$ cat src/verilog/report_ctl_pkg.sv
// Purpose: shared constants for the serial reading report control block
// Assumes: 25 MHz clock, 7-bit serial characters
// Notes: offsets are byte addresses on the plain register port
package report_ctl_pkg;
  // register offsets
  localparam logic [7:0] ADDR_FORMAT = 8'h00;
  localparam logic [7:0] ADDR_SERIAL = 8'h04;
  localparam logic [7:0] ADDR_NODE = 8'h08;
  localparam logic [7:0] ADDR_COUNT = 8'h0C;
  localparam logic [7:0] ADDR_STATUS = 8'h10;
  // format bit positions
  localparam int FMT_CHECKSUM = 0;
  localparam int FMT_LINEFEED = 1;
  localparam int FMT_ECHO = 2;
  localparam int FMT_MULTIPOINT = 3;
  localparam int FMT_ON_COMMAND = 4;
  localparam int FMT_CHAR_HANDSHAKE = 5;
  localparam int FMT_RS485_FITTED = 6;
  localparam int FMT_PRINT_ENABLE = 7;
  // reset values
  localparam logic [7:0] FORMAT_RESET = 8'h94;
  localparam logic [1:0] PARITY_RESET = 2'h0;
  localparam logic STOP_RESET = 1'b1;
  localparam logic [7:0] NODE_RESET = 8'h01;
  localparam logic [15:0] COUNT_RESET = 16'h0001;
  // limits
  localparam logic [7:0] NODE_MAX = 8'hC7;
  localparam logic [15:0] COUNT_MAX = 16'hEA5F;
  localparam logic [1:0] PARITY_NONE = 2'h0;
  localparam logic [1:0] PARITY_ILLEGAL = 2'h3;
  // characters
  localparam logic [6:0] CHAR_CR = 7'h0D;
  localparam logic [6:0] CHAR_LF = 7'h0A;
  localparam logic [6:0] CHAR_SEND_CMD = 7'h50;
  // frame positions
  localparam int READING_CHARS = 6;
  localparam logic [3:0] IDX_CHECKSUM = 4'h6;
  localparam logic [3:0] IDX_CR = 4'h7;
  localparam logic [3:0] IDX_LF = 4'h8;
  localparam logic [3:0] IDX_DONE = 4'h9;
  localparam logic [2:0] LAST_FORMAT_BIT = 3'h7;
  localparam logic [2:0] LAST_DIGIT = 3'h4;
  localparam int SYNC_WIDTH = 5;
  typedef enum logic [1:0] {
    MENU_RUN = 2'b00,
    MENU_FORMAT = 2'b01,
    MENU_COUNT = 2'b10
  } menu_e;
  typedef enum logic [1:0] {
    FR_IDLE = 2'b00,
    FR_WAIT = 2'b01,
    FR_SEND = 2'b10
  } frame_e;
endpackage

$ cat src/verilog/pair_buffer.sv
// Purpose: two-entry buffer with valid/ready on both sides
// Assumes: single clock, 7-bit characters
// Notes: full at two entries, in_ready drops so the source stalls
`timescale 1ns/1ps
module pair_buffer
(
  input wire logic clk,
  input wire logic rst,
  input wire logic [6:0] in_data,
  input wire logic in_valid,
  output logic in_ready,
  output logic [6:0] out_data,
  output logic out_valid,
  input wire logic out_ready
);
  logic [6:0] store [0:1];
  logic rd_ptr;
  logic wr_ptr;
  logic [1:0] fill;
  logic push;
  logic pop;
  logic next_rd;

  assign push = in_valid && in_ready;
  assign pop = out_valid && out_ready;
  assign next_rd = pop ? ~rd_ptr : rd_ptr;

  // storage written at the write index
  always_ff @(posedge clk or posedge rst)
  begin
    if (rst)
    begin
      store[0] <= 7'h00;
      store[1] <= 7'h00;
    end
    else if (push)
      store[wr_ptr] <= in_data;
  end

  // pointers and fill level, flags kept as flops
  always_ff @(posedge clk or posedge rst)
  begin
    if (rst)
    begin
      rd_ptr <= 1'b0;
      wr_ptr <= 1'b0;
      fill <= 2'h0;
      in_ready <= 1'b1;
      out_valid <= 1'b0;
      out_data <= 7'h00;
    end
    else
    begin
      if (push)
        wr_ptr <= ~wr_ptr;
      if (pop)
        rd_ptr <= ~rd_ptr;
      fill <= fill + {1'b0, push} - {1'b0, pop};
      in_ready <= (fill + {1'b0, push} - {1'b0, pop}) != 2'h2;
      out_valid <= (fill + {1'b0, push} - {1'b0, pop}) != 2'h0;
      // head kept in a flop so the link side sees no mux glitch
      out_data <= (push && wr_ptr == next_rd) ? in_data : store[next_rd];
    end
  end
endmodule // pair_buffer

$ cat src/verilog/serial_reading_report_control.sv
// Purpose: report format settings, panel setup and reading framer for the serial link
// Assumes: 25 MHz clk, buttons and pins asynchronous, rx and readings on clk
// Notes on behaviour
// - checksum character appended when format bit set, omitted otherwise, default off
// - line feed sent after each carriage return when set, default off
// - received characters echoed when echo bit set, default on
// - topology bit: point-to-point at 0, multipoint at 1, default 0
// - point-to-point only: continuous at 0, on host command at 1, default 1
// - continuous mode handshake per whole message at 0 or per character at 1
// - board-present bit shows RS-485 board fitted, default not fitted
// - print-request pin starts a report only when print enable set, default on
// - reading count held from 1 to 59999, default 1
// - format setup: one button steps bit, other toggles, menu commits and advances
// - count setup: one button moves digit, other increments digit
// - menu commits count, ends setup, returns to run mode
// - characters always seven data bits
// - parity none/odd/even, stop one/two; none with one stop refused
// - bus address held from 0 to 199, default 1
//
// Decided for this implementation: the plain strobed port and the address map.
`timescale 1ns/1ps
module serial_reading_report_control
(
  input wire logic clk,
  input wire logic rst,
  input wire logic [7:0] reg_addr,
  input wire logic [15:0] reg_wdata,
  input wire logic reg_wr,
  input wire logic reg_rd,
  output logic [15:0] reg_rdata,
  input wire logic btn_menu_n,
  input wire logic btn_step_n,
  input wire logic btn_change_n,
  input wire logic print_req_n,
  input wire logic host_cts,
  input wire logic reading_done,
  input wire logic [41:0] reading_text,
  input wire logic [6:0] rx_char,
  input wire logic rx_valid,
  output logic rx_ready,
  output logic [6:0] tx_char,
  output logic tx_valid,
  input wire logic tx_ready,
  output logic [7:0] report_format,
  output logic [1:0] parity_sel,
  output logic stop_bits_sel,
  output logic [7:0] bus_node_address,
  output logic [15:0] readings_per_report,
  output logic rs485_fitted,
  output logic in_setup
);
  // pin synchronisers: menu, step, change, print, cts
  logic [report_ctl_pkg::SYNC_WIDTH-1:0] pin_raw;
  logic [report_ctl_pkg::SYNC_WIDTH-1:0] sync_a;
  logic [report_ctl_pkg::SYNC_WIDTH-1:0] sync_b;
  logic [report_ctl_pkg::SYNC_WIDTH-1:0] sync_prev;
  logic [report_ctl_pkg::SYNC_WIDTH-1:0] press;
  assign pin_raw = {host_cts, ~print_req_n, ~btn_change_n, ~btn_step_n, ~btn_menu_n};

  genvar g;
  generate
    for (g = 0; g < report_ctl_pkg::SYNC_WIDTH; g++)
    begin : gen_sync
      // two stages before any logic looks at a pin
      always_ff @(posedge clk or posedge rst)
      begin
        if (rst)
        begin
          sync_a[g] <= 1'b0;
          sync_b[g] <= 1'b0;
          sync_prev[g] <= 1'b0;
        end
        else
        begin
          sync_a[g] <= pin_raw[g];
          sync_b[g] <= sync_a[g];
          sync_prev[g] <= sync_b[g];
        end
      end
      assign press[g] = sync_b[g] && !sync_prev[g];
    end
  endgenerate

  logic menu_press;
  logic step_press;
  logic change_press;
  logic print_press;
  logic cts_ok;
  assign menu_press = press[0];
  assign step_press = press[1];
  assign change_press = press[2];
  assign print_press = press[3];
  assign cts_ok = sync_b[4];

  // panel setup state
  report_ctl_pkg::menu_e menu_state;
  logic [7:0] format_work;
  logic [2:0] sel_bit;
  logic [3:0] digit [0:4];
  logic [2:0] sel_digit;
  logic [16:0] entered_count;
  assign entered_count = 17'(digit[0]) * 17'd10000 + 17'(digit[1]) * 17'd1000 + 17'(digit[2]) * 17'd100
    + 17'(digit[3]) * 17'd10 + 17'(digit[4]);

  // panel walk: run -> format -> count -> run
  always_ff @(posedge clk or posedge rst)
  begin
    if (rst)
    begin
      menu_state <= report_ctl_pkg::MENU_RUN;
      format_work <= report_ctl_pkg::FORMAT_RESET;
      sel_bit <= 3'h0;
      sel_digit <= 3'h0;
      for (int i = 0; i < 5; i++)
        digit[i] <= 4'h0;
    end
    else
    begin
      unique case (menu_state)
        report_ctl_pkg::MENU_RUN:
        begin
          if (menu_press)
          begin
            menu_state <= report_ctl_pkg::MENU_FORMAT;
            format_work <= report_format;
            sel_bit <= 3'h0;
          end
        end
        report_ctl_pkg::MENU_FORMAT:
        begin
          if (menu_press)
          begin
            menu_state <= report_ctl_pkg::MENU_COUNT;
            sel_digit <= 3'h0;
            digit[0] <= 4'(readings_per_report / 16'd10000);
            digit[1] <= 4'((readings_per_report / 16'd1000) % 16'd10);
            digit[2] <= 4'((readings_per_report / 16'd100) % 16'd10);
            digit[3] <= 4'((readings_per_report / 16'd10) % 16'd10);
            digit[4] <= 4'(readings_per_report % 16'd10);
          end
          else if (step_press)
            sel_bit <= (sel_bit == report_ctl_pkg::LAST_FORMAT_BIT) ? 3'h0 : sel_bit + 3'h1;
          else if (change_press)
            format_work[sel_bit] <= ~format_work[sel_bit];
        end
        report_ctl_pkg::MENU_COUNT:
        begin
          if (menu_press)
            menu_state <= report_ctl_pkg::MENU_RUN;
          else if (step_press)
            sel_digit <= (sel_digit == report_ctl_pkg::LAST_DIGIT) ? 3'h0 : sel_digit + 3'h1;
          else if (change_press)
            digit[sel_digit] <= (digit[sel_digit] == 4'h9 || (sel_digit == 3'h0 && digit[0] == 4'h5))
              ? 4'h0 : digit[sel_digit] + 4'h1;
        end
        default:
          menu_state <= report_ctl_pkg::MENU_RUN;
      endcase
    end
  end

  // settings: format and count from the panel commits or the register port, serial and node from the port only
  logic wr_format;
  logic wr_serial;
  logic wr_node;
  logic wr_count;
  assign wr_format = reg_wr && reg_addr == report_ctl_pkg::ADDR_FORMAT;
  assign wr_serial = reg_wr && reg_addr == report_ctl_pkg::ADDR_SERIAL;
  assign wr_node = reg_wr && reg_addr == report_ctl_pkg::ADDR_NODE;
  assign wr_count = reg_wr && reg_addr == report_ctl_pkg::ADDR_COUNT;

  always_ff @(posedge clk or posedge rst)
  begin
    if (rst)
    begin
      report_format <= report_ctl_pkg::FORMAT_RESET;
      parity_sel <= report_ctl_pkg::PARITY_RESET;
      stop_bits_sel <= report_ctl_pkg::STOP_RESET;
      bus_node_address <= report_ctl_pkg::NODE_RESET;
      readings_per_report <= report_ctl_pkg::COUNT_RESET;
    end
    else
    begin
      if (menu_state == report_ctl_pkg::MENU_FORMAT && menu_press)
        report_format <= format_work;
      else if (wr_format)
        report_format <= reg_wdata[7:0];
      // a zero or out-of-range count is refused, old value kept
      if (menu_state == report_ctl_pkg::MENU_COUNT && menu_press)
      begin
        if (entered_count != 17'h0 && entered_count <= {1'b0, report_ctl_pkg::COUNT_MAX})
          readings_per_report <= entered_count[15:0];
      end
      else if (wr_count && reg_wdata != 16'h0 && reg_wdata <= report_ctl_pkg::COUNT_MAX)
        readings_per_report <= reg_wdata;
      // no parity with one stop bit cannot be framed, so refuse it
      if (wr_serial && reg_wdata[1:0] != report_ctl_pkg::PARITY_ILLEGAL
          && !(reg_wdata[1:0] == report_ctl_pkg::PARITY_NONE && !reg_wdata[2]))
      begin
        parity_sel <= reg_wdata[1:0];
        stop_bits_sel <= reg_wdata[2];
      end
      if (wr_node && reg_wdata[7:0] <= report_ctl_pkg::NODE_MAX && reg_wdata[15:8] == 8'h00)
        bus_node_address <= reg_wdata[7:0];
    end
  end

  // mode decode
  logic continuous;
  assign continuous = !report_format[report_ctl_pkg::FMT_MULTIPOINT]
    && !report_format[report_ctl_pkg::FMT_ON_COMMAND];

  // reading counter for continuous reporting
  logic [15:0] reading_count;
  logic count_hit;
  assign count_hit = continuous && reading_done && reading_count + 16'h1 >= readings_per_report;
  always_ff @(posedge clk or posedge rst)
  begin
    if (rst)
      reading_count <= 16'h0;
    else if (!continuous || count_hit)
      reading_count <= 16'h0;
    else if (reading_done)
      reading_count <= reading_count + 16'h1;
  end

  // echo path: one pending character, rx stalls while it waits
  logic [6:0] echo_char;
  logic echo_pend;
  logic rx_take;
  logic cmd_seen;
  logic push_echo;
  assign rx_take = rx_valid && rx_ready;
  assign cmd_seen = rx_take && rx_char == report_ctl_pkg::CHAR_SEND_CMD && !continuous;

  // framer
  report_ctl_pkg::frame_e frame_state;
  logic report_pend;
  logic [41:0] frame_text;
  logic [3:0] char_idx;
  logic [6:0] frame_char;
  logic [6:0] buf_data;
  logic buf_valid;
  logic buf_ready;
  logic push_frame;

  // simple 7-bit sum; swap this function to change the check scheme
  function automatic logic [6:0] check_of(input logic [41:0] text);
    logic [6:0] acc;
    acc = 7'h00;
    for (int i = 0; i < report_ctl_pkg::READING_CHARS; i++)
      acc = acc + text[i*7 +: 7];
    return acc;
  endfunction

  // character at the current frame position, first reading char in the top bits
  always_comb
  begin
    frame_char = report_ctl_pkg::CHAR_CR;
    if (char_idx < report_ctl_pkg::IDX_CHECKSUM)
      frame_char = frame_text[(5 - char_idx) * 7 +: 7];
    else if (char_idx == report_ctl_pkg::IDX_CHECKSUM)
      frame_char = check_of(frame_text);
    else if (char_idx == report_ctl_pkg::IDX_LF)
      frame_char = report_ctl_pkg::CHAR_LF;
  end

  // per-character handshake needs cts before every character
  assign push_frame = frame_state == report_ctl_pkg::FR_SEND && buf_ready
    && (!report_format[report_ctl_pkg::FMT_CHAR_HANDSHAKE] || !continuous || cts_ok);
  assign push_echo = echo_pend && !push_frame && frame_state != report_ctl_pkg::FR_SEND && buf_ready;
  assign buf_data = push_frame ? frame_char : echo_char;
  assign buf_valid = push_frame || push_echo;

  // request flag: a new trigger wins over the clear
  always_ff @(posedge clk or posedge rst)
  begin
    if (rst)
      report_pend <= 1'b0;
    else if (count_hit || cmd_seen || (print_press && report_format[report_ctl_pkg::FMT_PRINT_ENABLE]))
      report_pend <= 1'b1;
    else if (frame_state == report_ctl_pkg::FR_IDLE)
      report_pend <= 1'b0;
  end

  always_ff @(posedge clk or posedge rst)
  begin
    if (rst)
    begin
      frame_state <= report_ctl_pkg::FR_IDLE;
      frame_text <= 42'h0;
      char_idx <= 4'h0;
    end
    else
    begin
      unique case (frame_state)
        report_ctl_pkg::FR_IDLE:
          if (report_pend)
          begin
            frame_text <= reading_text;
            char_idx <= 4'h0;
            frame_state <= report_ctl_pkg::FR_WAIT;
          end
        report_ctl_pkg::FR_WAIT:
          // message handshake checks cts once for the whole frame
          if (!continuous || report_format[report_ctl_pkg::FMT_CHAR_HANDSHAKE] || cts_ok)
            frame_state <= report_ctl_pkg::FR_SEND;
        report_ctl_pkg::FR_SEND:
          if (push_frame)
          begin
            if (char_idx == report_ctl_pkg::IDX_LF
                || (char_idx == report_ctl_pkg::IDX_CR && !report_format[report_ctl_pkg::FMT_LINEFEED]))
              frame_state <= report_ctl_pkg::FR_IDLE;
            else if (char_idx == 4'h5 && !report_format[report_ctl_pkg::FMT_CHECKSUM])
              char_idx <= report_ctl_pkg::IDX_CR;
            else
              char_idx <= char_idx + 4'h1;
          end
        default:
          frame_state <= report_ctl_pkg::FR_IDLE;
      endcase
    end
  end

  // echo holding register; echo off simply drops the character
  always_ff @(posedge clk or posedge rst)
  begin
    if (rst)
    begin
      echo_char <= 7'h00;
      echo_pend <= 1'b0;
    end
    else if (rx_take && report_format[report_ctl_pkg::FMT_ECHO])
    begin
      echo_char <= rx_char;
      echo_pend <= 1'b1;
    end
    else if (push_echo)
      echo_pend <= 1'b0;
  end

  // rx_ready as a flop: low while an echo waits or the next cycle will hold one
  always_ff @(posedge clk or posedge rst)
  begin
    if (rst)
      rx_ready <= 1'b1;
    else
      rx_ready <= !((echo_pend && !push_echo) || (rx_take && report_format[report_ctl_pkg::FMT_ECHO]));
  end

  pair_buffer u_tx_buffer
  (
    .clk(clk),
    .rst(rst),
    .in_data(buf_data),
    .in_valid(buf_valid),
    .in_ready(buf_ready),
    .out_data(tx_char),
    .out_valid(tx_valid),
    .out_ready(tx_ready)
  );

  // status flops and registered read port
  always_ff @(posedge clk or posedge rst)
  begin
    if (rst)
    begin
      rs485_fitted <= 1'b0;
      in_setup <= 1'b0;
      reg_rdata <= 16'h0000;
    end
    else
    begin
      rs485_fitted <= report_format[report_ctl_pkg::FMT_RS485_FITTED];
      in_setup <= menu_state != report_ctl_pkg::MENU_RUN;
      reg_rdata <= 16'h0000;
      if (reg_rd)
      begin
        unique case (reg_addr)
          report_ctl_pkg::ADDR_FORMAT: reg_rdata <= {8'h00, report_format};
          report_ctl_pkg::ADDR_SERIAL: reg_rdata <= {13'h0000, stop_bits_sel, parity_sel};
          report_ctl_pkg::ADDR_NODE: reg_rdata <= {8'h00, bus_node_address};
          report_ctl_pkg::ADDR_COUNT: reg_rdata <= readings_per_report;
          report_ctl_pkg::ADDR_STATUS: reg_rdata <= {9'h000, sel_digit, frame_state, menu_state};
          default: reg_rdata <= 16'h0000;
        endcase
      end
    end
  end
endmodule // serial_reading_report_control

$ cat config.mk
export PLATFORM = sky130hd
export DESIGN_NAME = serial_reading_report_control
export DESIGN_NICKNAME = d
export VERILOG_FILES = /design/src/verilog/report_ctl_pkg.sv /design/src/verilog/pair_buffer.sv /design/src/verilog/serial_reading_report_control.sv
export SDC_FILE = /design/constraint.sdc
export NUM_CORES = 1
export LEC_CHECK = 0
export BUFFER_PORTS_ARGS = -buffer_cell sky130_fd_sc_hd__buf_2
export CORE_ASPECT_RATIO = 1.4
export CORE_MARGIN = 10
export CORE_UTILIZATION = 40
export CTS_BUF_LIST = sky130_fd_sc_hd__clkbuf_4 sky130_fd_sc_hd__clkbuf_8
export DETAILED_ROUTE_END_ITERATION = 16
export GPL_ROUTABILITY_DRIVEN = 0
export GPL_TIMING_DRIVEN = 0
export PLACE_DENSITY = 0.63
export SLEW_MARGIN = 20
export SYNTH_ARGS = -nofsm -noshare
export SYNTH_HDL_FRONTEND = slang
export SYNTH_HIERARCHICAL = 1
export SYNTH_SLANG_ARGS = --single-unit
$ cat constraint.sdc
create_clock -name clk -period 12.4 [get_ports clk]
set_input_delay 0.62 -clock clk [delete_from_list [all_inputs] [get_ports clk]]
set_output_delay 0.62 -clock clk [all_outputs]
set_load 0.05 [all_outputs]
==> results_dict.tcl <==
set metrics [dict create \
    ant_nets 0 \
    crit_fanout 10 \
    finalSetupViolations 0 \
    vias 19649 \
    clk_pin_slew_ns 0.06 \
    die-area_um2 61270 \
    cts_hold_buf 0 \
    clock-root-buffer "clkbuf_8" \
    yosys.cell_types.count 116 \
    final_layout_size_suffix_gt1_share_pct 17.17 \
    final_max_slew_viol_count 0 \
    status "complete, no violations" \
    syn_area_um2 20660 \
    synth-seq-cells 204 \
    drc_errors 0 \
    numCtsBuffers 39 \
    finClkSkew_ns 0.05686 \
    dp_cells 3177 \
    tritoncts "built" \
    grt_setup_unrepaired "false" \
    final_nets 2829 \
    num_rows 98 \
    insertion_delay_ns 0.63 \
    vias_per_cell 6.046 \
    die_h_um 288.9 \
    hpwl_um 54720 \
    critPathRequiredTime_ns 12.93 \
    worst-setup-path-type "reg -> reg" \
    routedWlPerCell_um 21.31 \
    core-area_um2 51130 \
    synthCells 2383 \
    grt_pass1_wl_um 108400 \
    maxCapViolCount 0 \
    synth_mux_area_share_pct 12.04 \
    cp-endpoint "digit[14]" \
    area_growth_pct 11.96 \
    synth_edf_count 0 \
    start_util_pct 40.41 \
    layout_worst_path_cycle_share_pct 73.25 \
    synthesis.nets 2644 \
    grt_max_degree 101 \
    arrival_ns 9.61 \
    grt_overflow 0 \
    cts_resized 0 \
    cp-start-kind "flop" \
    timing.slew.headroom_pct 19.41 \
    synth_flop_cell "dfrtp_1" \
    fin_cells 3250 \
    io_pins 147 \
    synth.avg_cell_area_um2 8.670 \
    r2r_start "readings_per_report[11]" \
    reg2reg_depth 35 \
    cts_buffer_depth 3 \
    htree_levels 2 \
    slowest_delay_ns 0.60 \
    synth_top_family_by_area "compound AO/OA/AOI/OAI gates" \
    slowest_stage "nor4_4" \
    fmax_mhz 110.1 \
    hold_viol_final 0 \
    setup_tns_ns 0 \
    reg2reg_slack_ns 3.32 \
    yosys.area_share.simple_pct 16.42 \
    yosys.area_share.adder_pct 12.77 \
    ys_seq_area_share_pct 24.78 \
    antenna_found_initial 2 \
    worstSetupStartpoint "readings_per_report[11]" \
    synth_xor_area_share_pct 4.869 \
    hp-class "in -> async" \
    num-fill-cells 4917 \
    portBuffers 143 \
    synth_compound_area_share_pct 23.06 \
    first_iter_violations 1782 \
    totalWireLength_um 69250 \
    dr.pass1.iters 8 \
    cts.sinks 204 \
    async_flop_share_pct 100.0 \
    tightest_slew_ns 1.202 \
    ys.warnings.count 6 \
    min_period_ns 9.083 \
    grt_pass1_vias 19606 \
    grt_use_total_pct 22.12 \
    post-cts-setup-buffers 0 \
    rr_endpoint "digit[14]" \
    dieWidth_um 212.1 \
    critPathCaptureType "flop" \
]
-- through the flow --
stage               setup WS [ns]  hold WS [ns]  cell area (µm²)  util, %
floorplan                   4.582        0.3312            20660        -
global placement            3.727        0.3360            22190    43.40
detailed placement          3.523        0.3363            22220    43.46
CTS                         3.453        0.1065            23130    45.23
global route                2.726        0.1450            23130    45.23
finish                      3.317        0.1106            23130    45.24
-- final cells by class --
class	instances	area (µm²)	area share [%]
clock inverters	10	156.4	0.6762
inverters	153	581.8	2.515
repair buffers	144	743.2	3.213
flip-flops and latches	204	5119	22.13
diodes	2	5.005	0.02164
well taps	650	813.3	3.516
multi-input cells	1876	14290	61.77
plain buffers	150	678.2	2.932
clock buffers	61	745.7	3.224
-- cells by family (layout without fill, tap and decap cells) --
family / after synthesis / count (layout)
compound gates: 688 / 688
xor+xnor: 114 / 114
fa+ha+maj: 179 / 179
buf+inv: 303 / 518
flops: 204 / 204
mux: 201 / 201
other cells: 0 / 2
simple gates: 694 / 694
-- Yosys cell counts (8+ instances only) --
cell type | number | area [µm²]
a32oi_1 | 11 | 96.34
buf_1 | 9 | 33.78
or2_2 | 14 | 87.58
o21ai_0 | 157 | 785.8
nand3_1 | 75 | 375.4
buf_4 | 9 | 67.56
inv_1 | 146 | 548.0
a31oi_1 | 31 | 193.9
clkbuf_1 | 107 | 401.6
xnor2_1 | 88 | 770.7
o21bai_1 | 13 | 97.59
nand2_1 | 218 | 818.3
buf_2 | 17 | 85.08
nor2b_1 | 21 | 131.4
a21oi_1 | 143 | 715.7
nor2_1 | 147 | 551.8
a22o_1 | 8 | 70.07
o22ai_1 | 19 | 118.9
mux2_4 | 8 | 120.1
a211oi_1 | 36 | 270.3
mux4_2 | 25 | 563.0
dfrtp_1 | 193 | 4830
nor4_1 | 19 | 118.9
and3_1 | 25 | 156.4
a221oi_1 | 12 | 105.1
nand2b_1 | 25 | 156.4
ha_1 | 122 | 1526
xor2_1 | 25 | 219.0
o21a_1 | 11 | 82.58
o31ai_1 | 16 | 120.1
o221ai_1 | 11 | 96.34
mux2i_1 | 72 | 720.7
nor3_1 | 55 | 275.3
buf_6 | 8 | 90.09
a21o_1 | 36 | 270.3
o211ai_1 | 20 | 150.1
fa_1 | 54 | 1081
nand4_1 | 15 | 93.84
or3_1 | 9 | 56.30
o21ai_1 | 12 | 60.06
a22oi_1 | 24 | 180.2
dfstp_2 | 11 | 289.0
mux2_2 | 91 | 1025
and2_1 | 20 | 125.1
-- routing by layer --
metal / up-vias / wire [µm] / GRT usage, %
met5: - / 0 / 0
met4: 0 / 5066 / 14.90
met3: 252 / 4523 / 3.926
met2: 856 / 33490 / 37.98
met1: 9449 / 26160 / 24.64
li1: 9092 / - / -
-- worst max-delay path: cells and delay by family (launching register included) --
| family | cells | cell delay (ns) |
|---|---|---|
| compound gates | 20 | 5.31 |
| xor+xnor | 1 | 0.24 |
| fa+ha+maj | 2 | 0.60 |
| buf+inv | 6 | 0.86 |
| flops | 1 | 0.37 |
| simple gates | 6 | 1.61 |
-- sequential cells by signal (all words and copies together) (netlist names), 3 cells and up --
register	flops
frame_text	42
digit	20
reading_count	16
readings_per_report	16
reg_rdata	16
u_tx_buffer/store	14
bus_node_address	8
format_work	8
report_format	8
echo_char	7
u_tx_buffer/out_data	7
sync_a	5
char_idx	4
sync_b	4
sync_prev	4
sel_bit	3
sel_digit	3
-- worst min path at each step --
stage	from	endpoint	slack, ns	cells after the start
2_1_floorplan	sync_a[4]	cts_ok	0.33	0
3_3_place_gp	sync_a[4]	cts_ok	0.34	0
3_5_place_dp	sync_a[1]	sync_b[1]	0.34	0
4_1_cts	rst	reading_count[13]	0.11	2
5_1_grt	rst	digit[16]	0.14	2
6_report	rst	digit[16]	0.11	2
-- layout by cell type (no fill, tap or decap), types with 25 or more instances in the layout --
cell        n
fa_1       54
a31oi_1    31
inv_1     144
nand2_1   218
clkbuf_8   46
nor2_1    147
nand3_1    75
nand2b_1   25
a21o_1     36
xnor2_1    88
xor2_1     25
clkbuf_1  107
a21oi_1   143
dfrtp_1   193
mux4_2     25
a211oi_1   36
ha_1      122
and3_1     25
buf_2     160
o21ai_0   157
mux2i_1    72
nor3_1     55
mux2_2     91
Power is left out: the tool's default activity adds up to more than one toggle a clock period on the data nets, which glitch-free logic cannot reach.
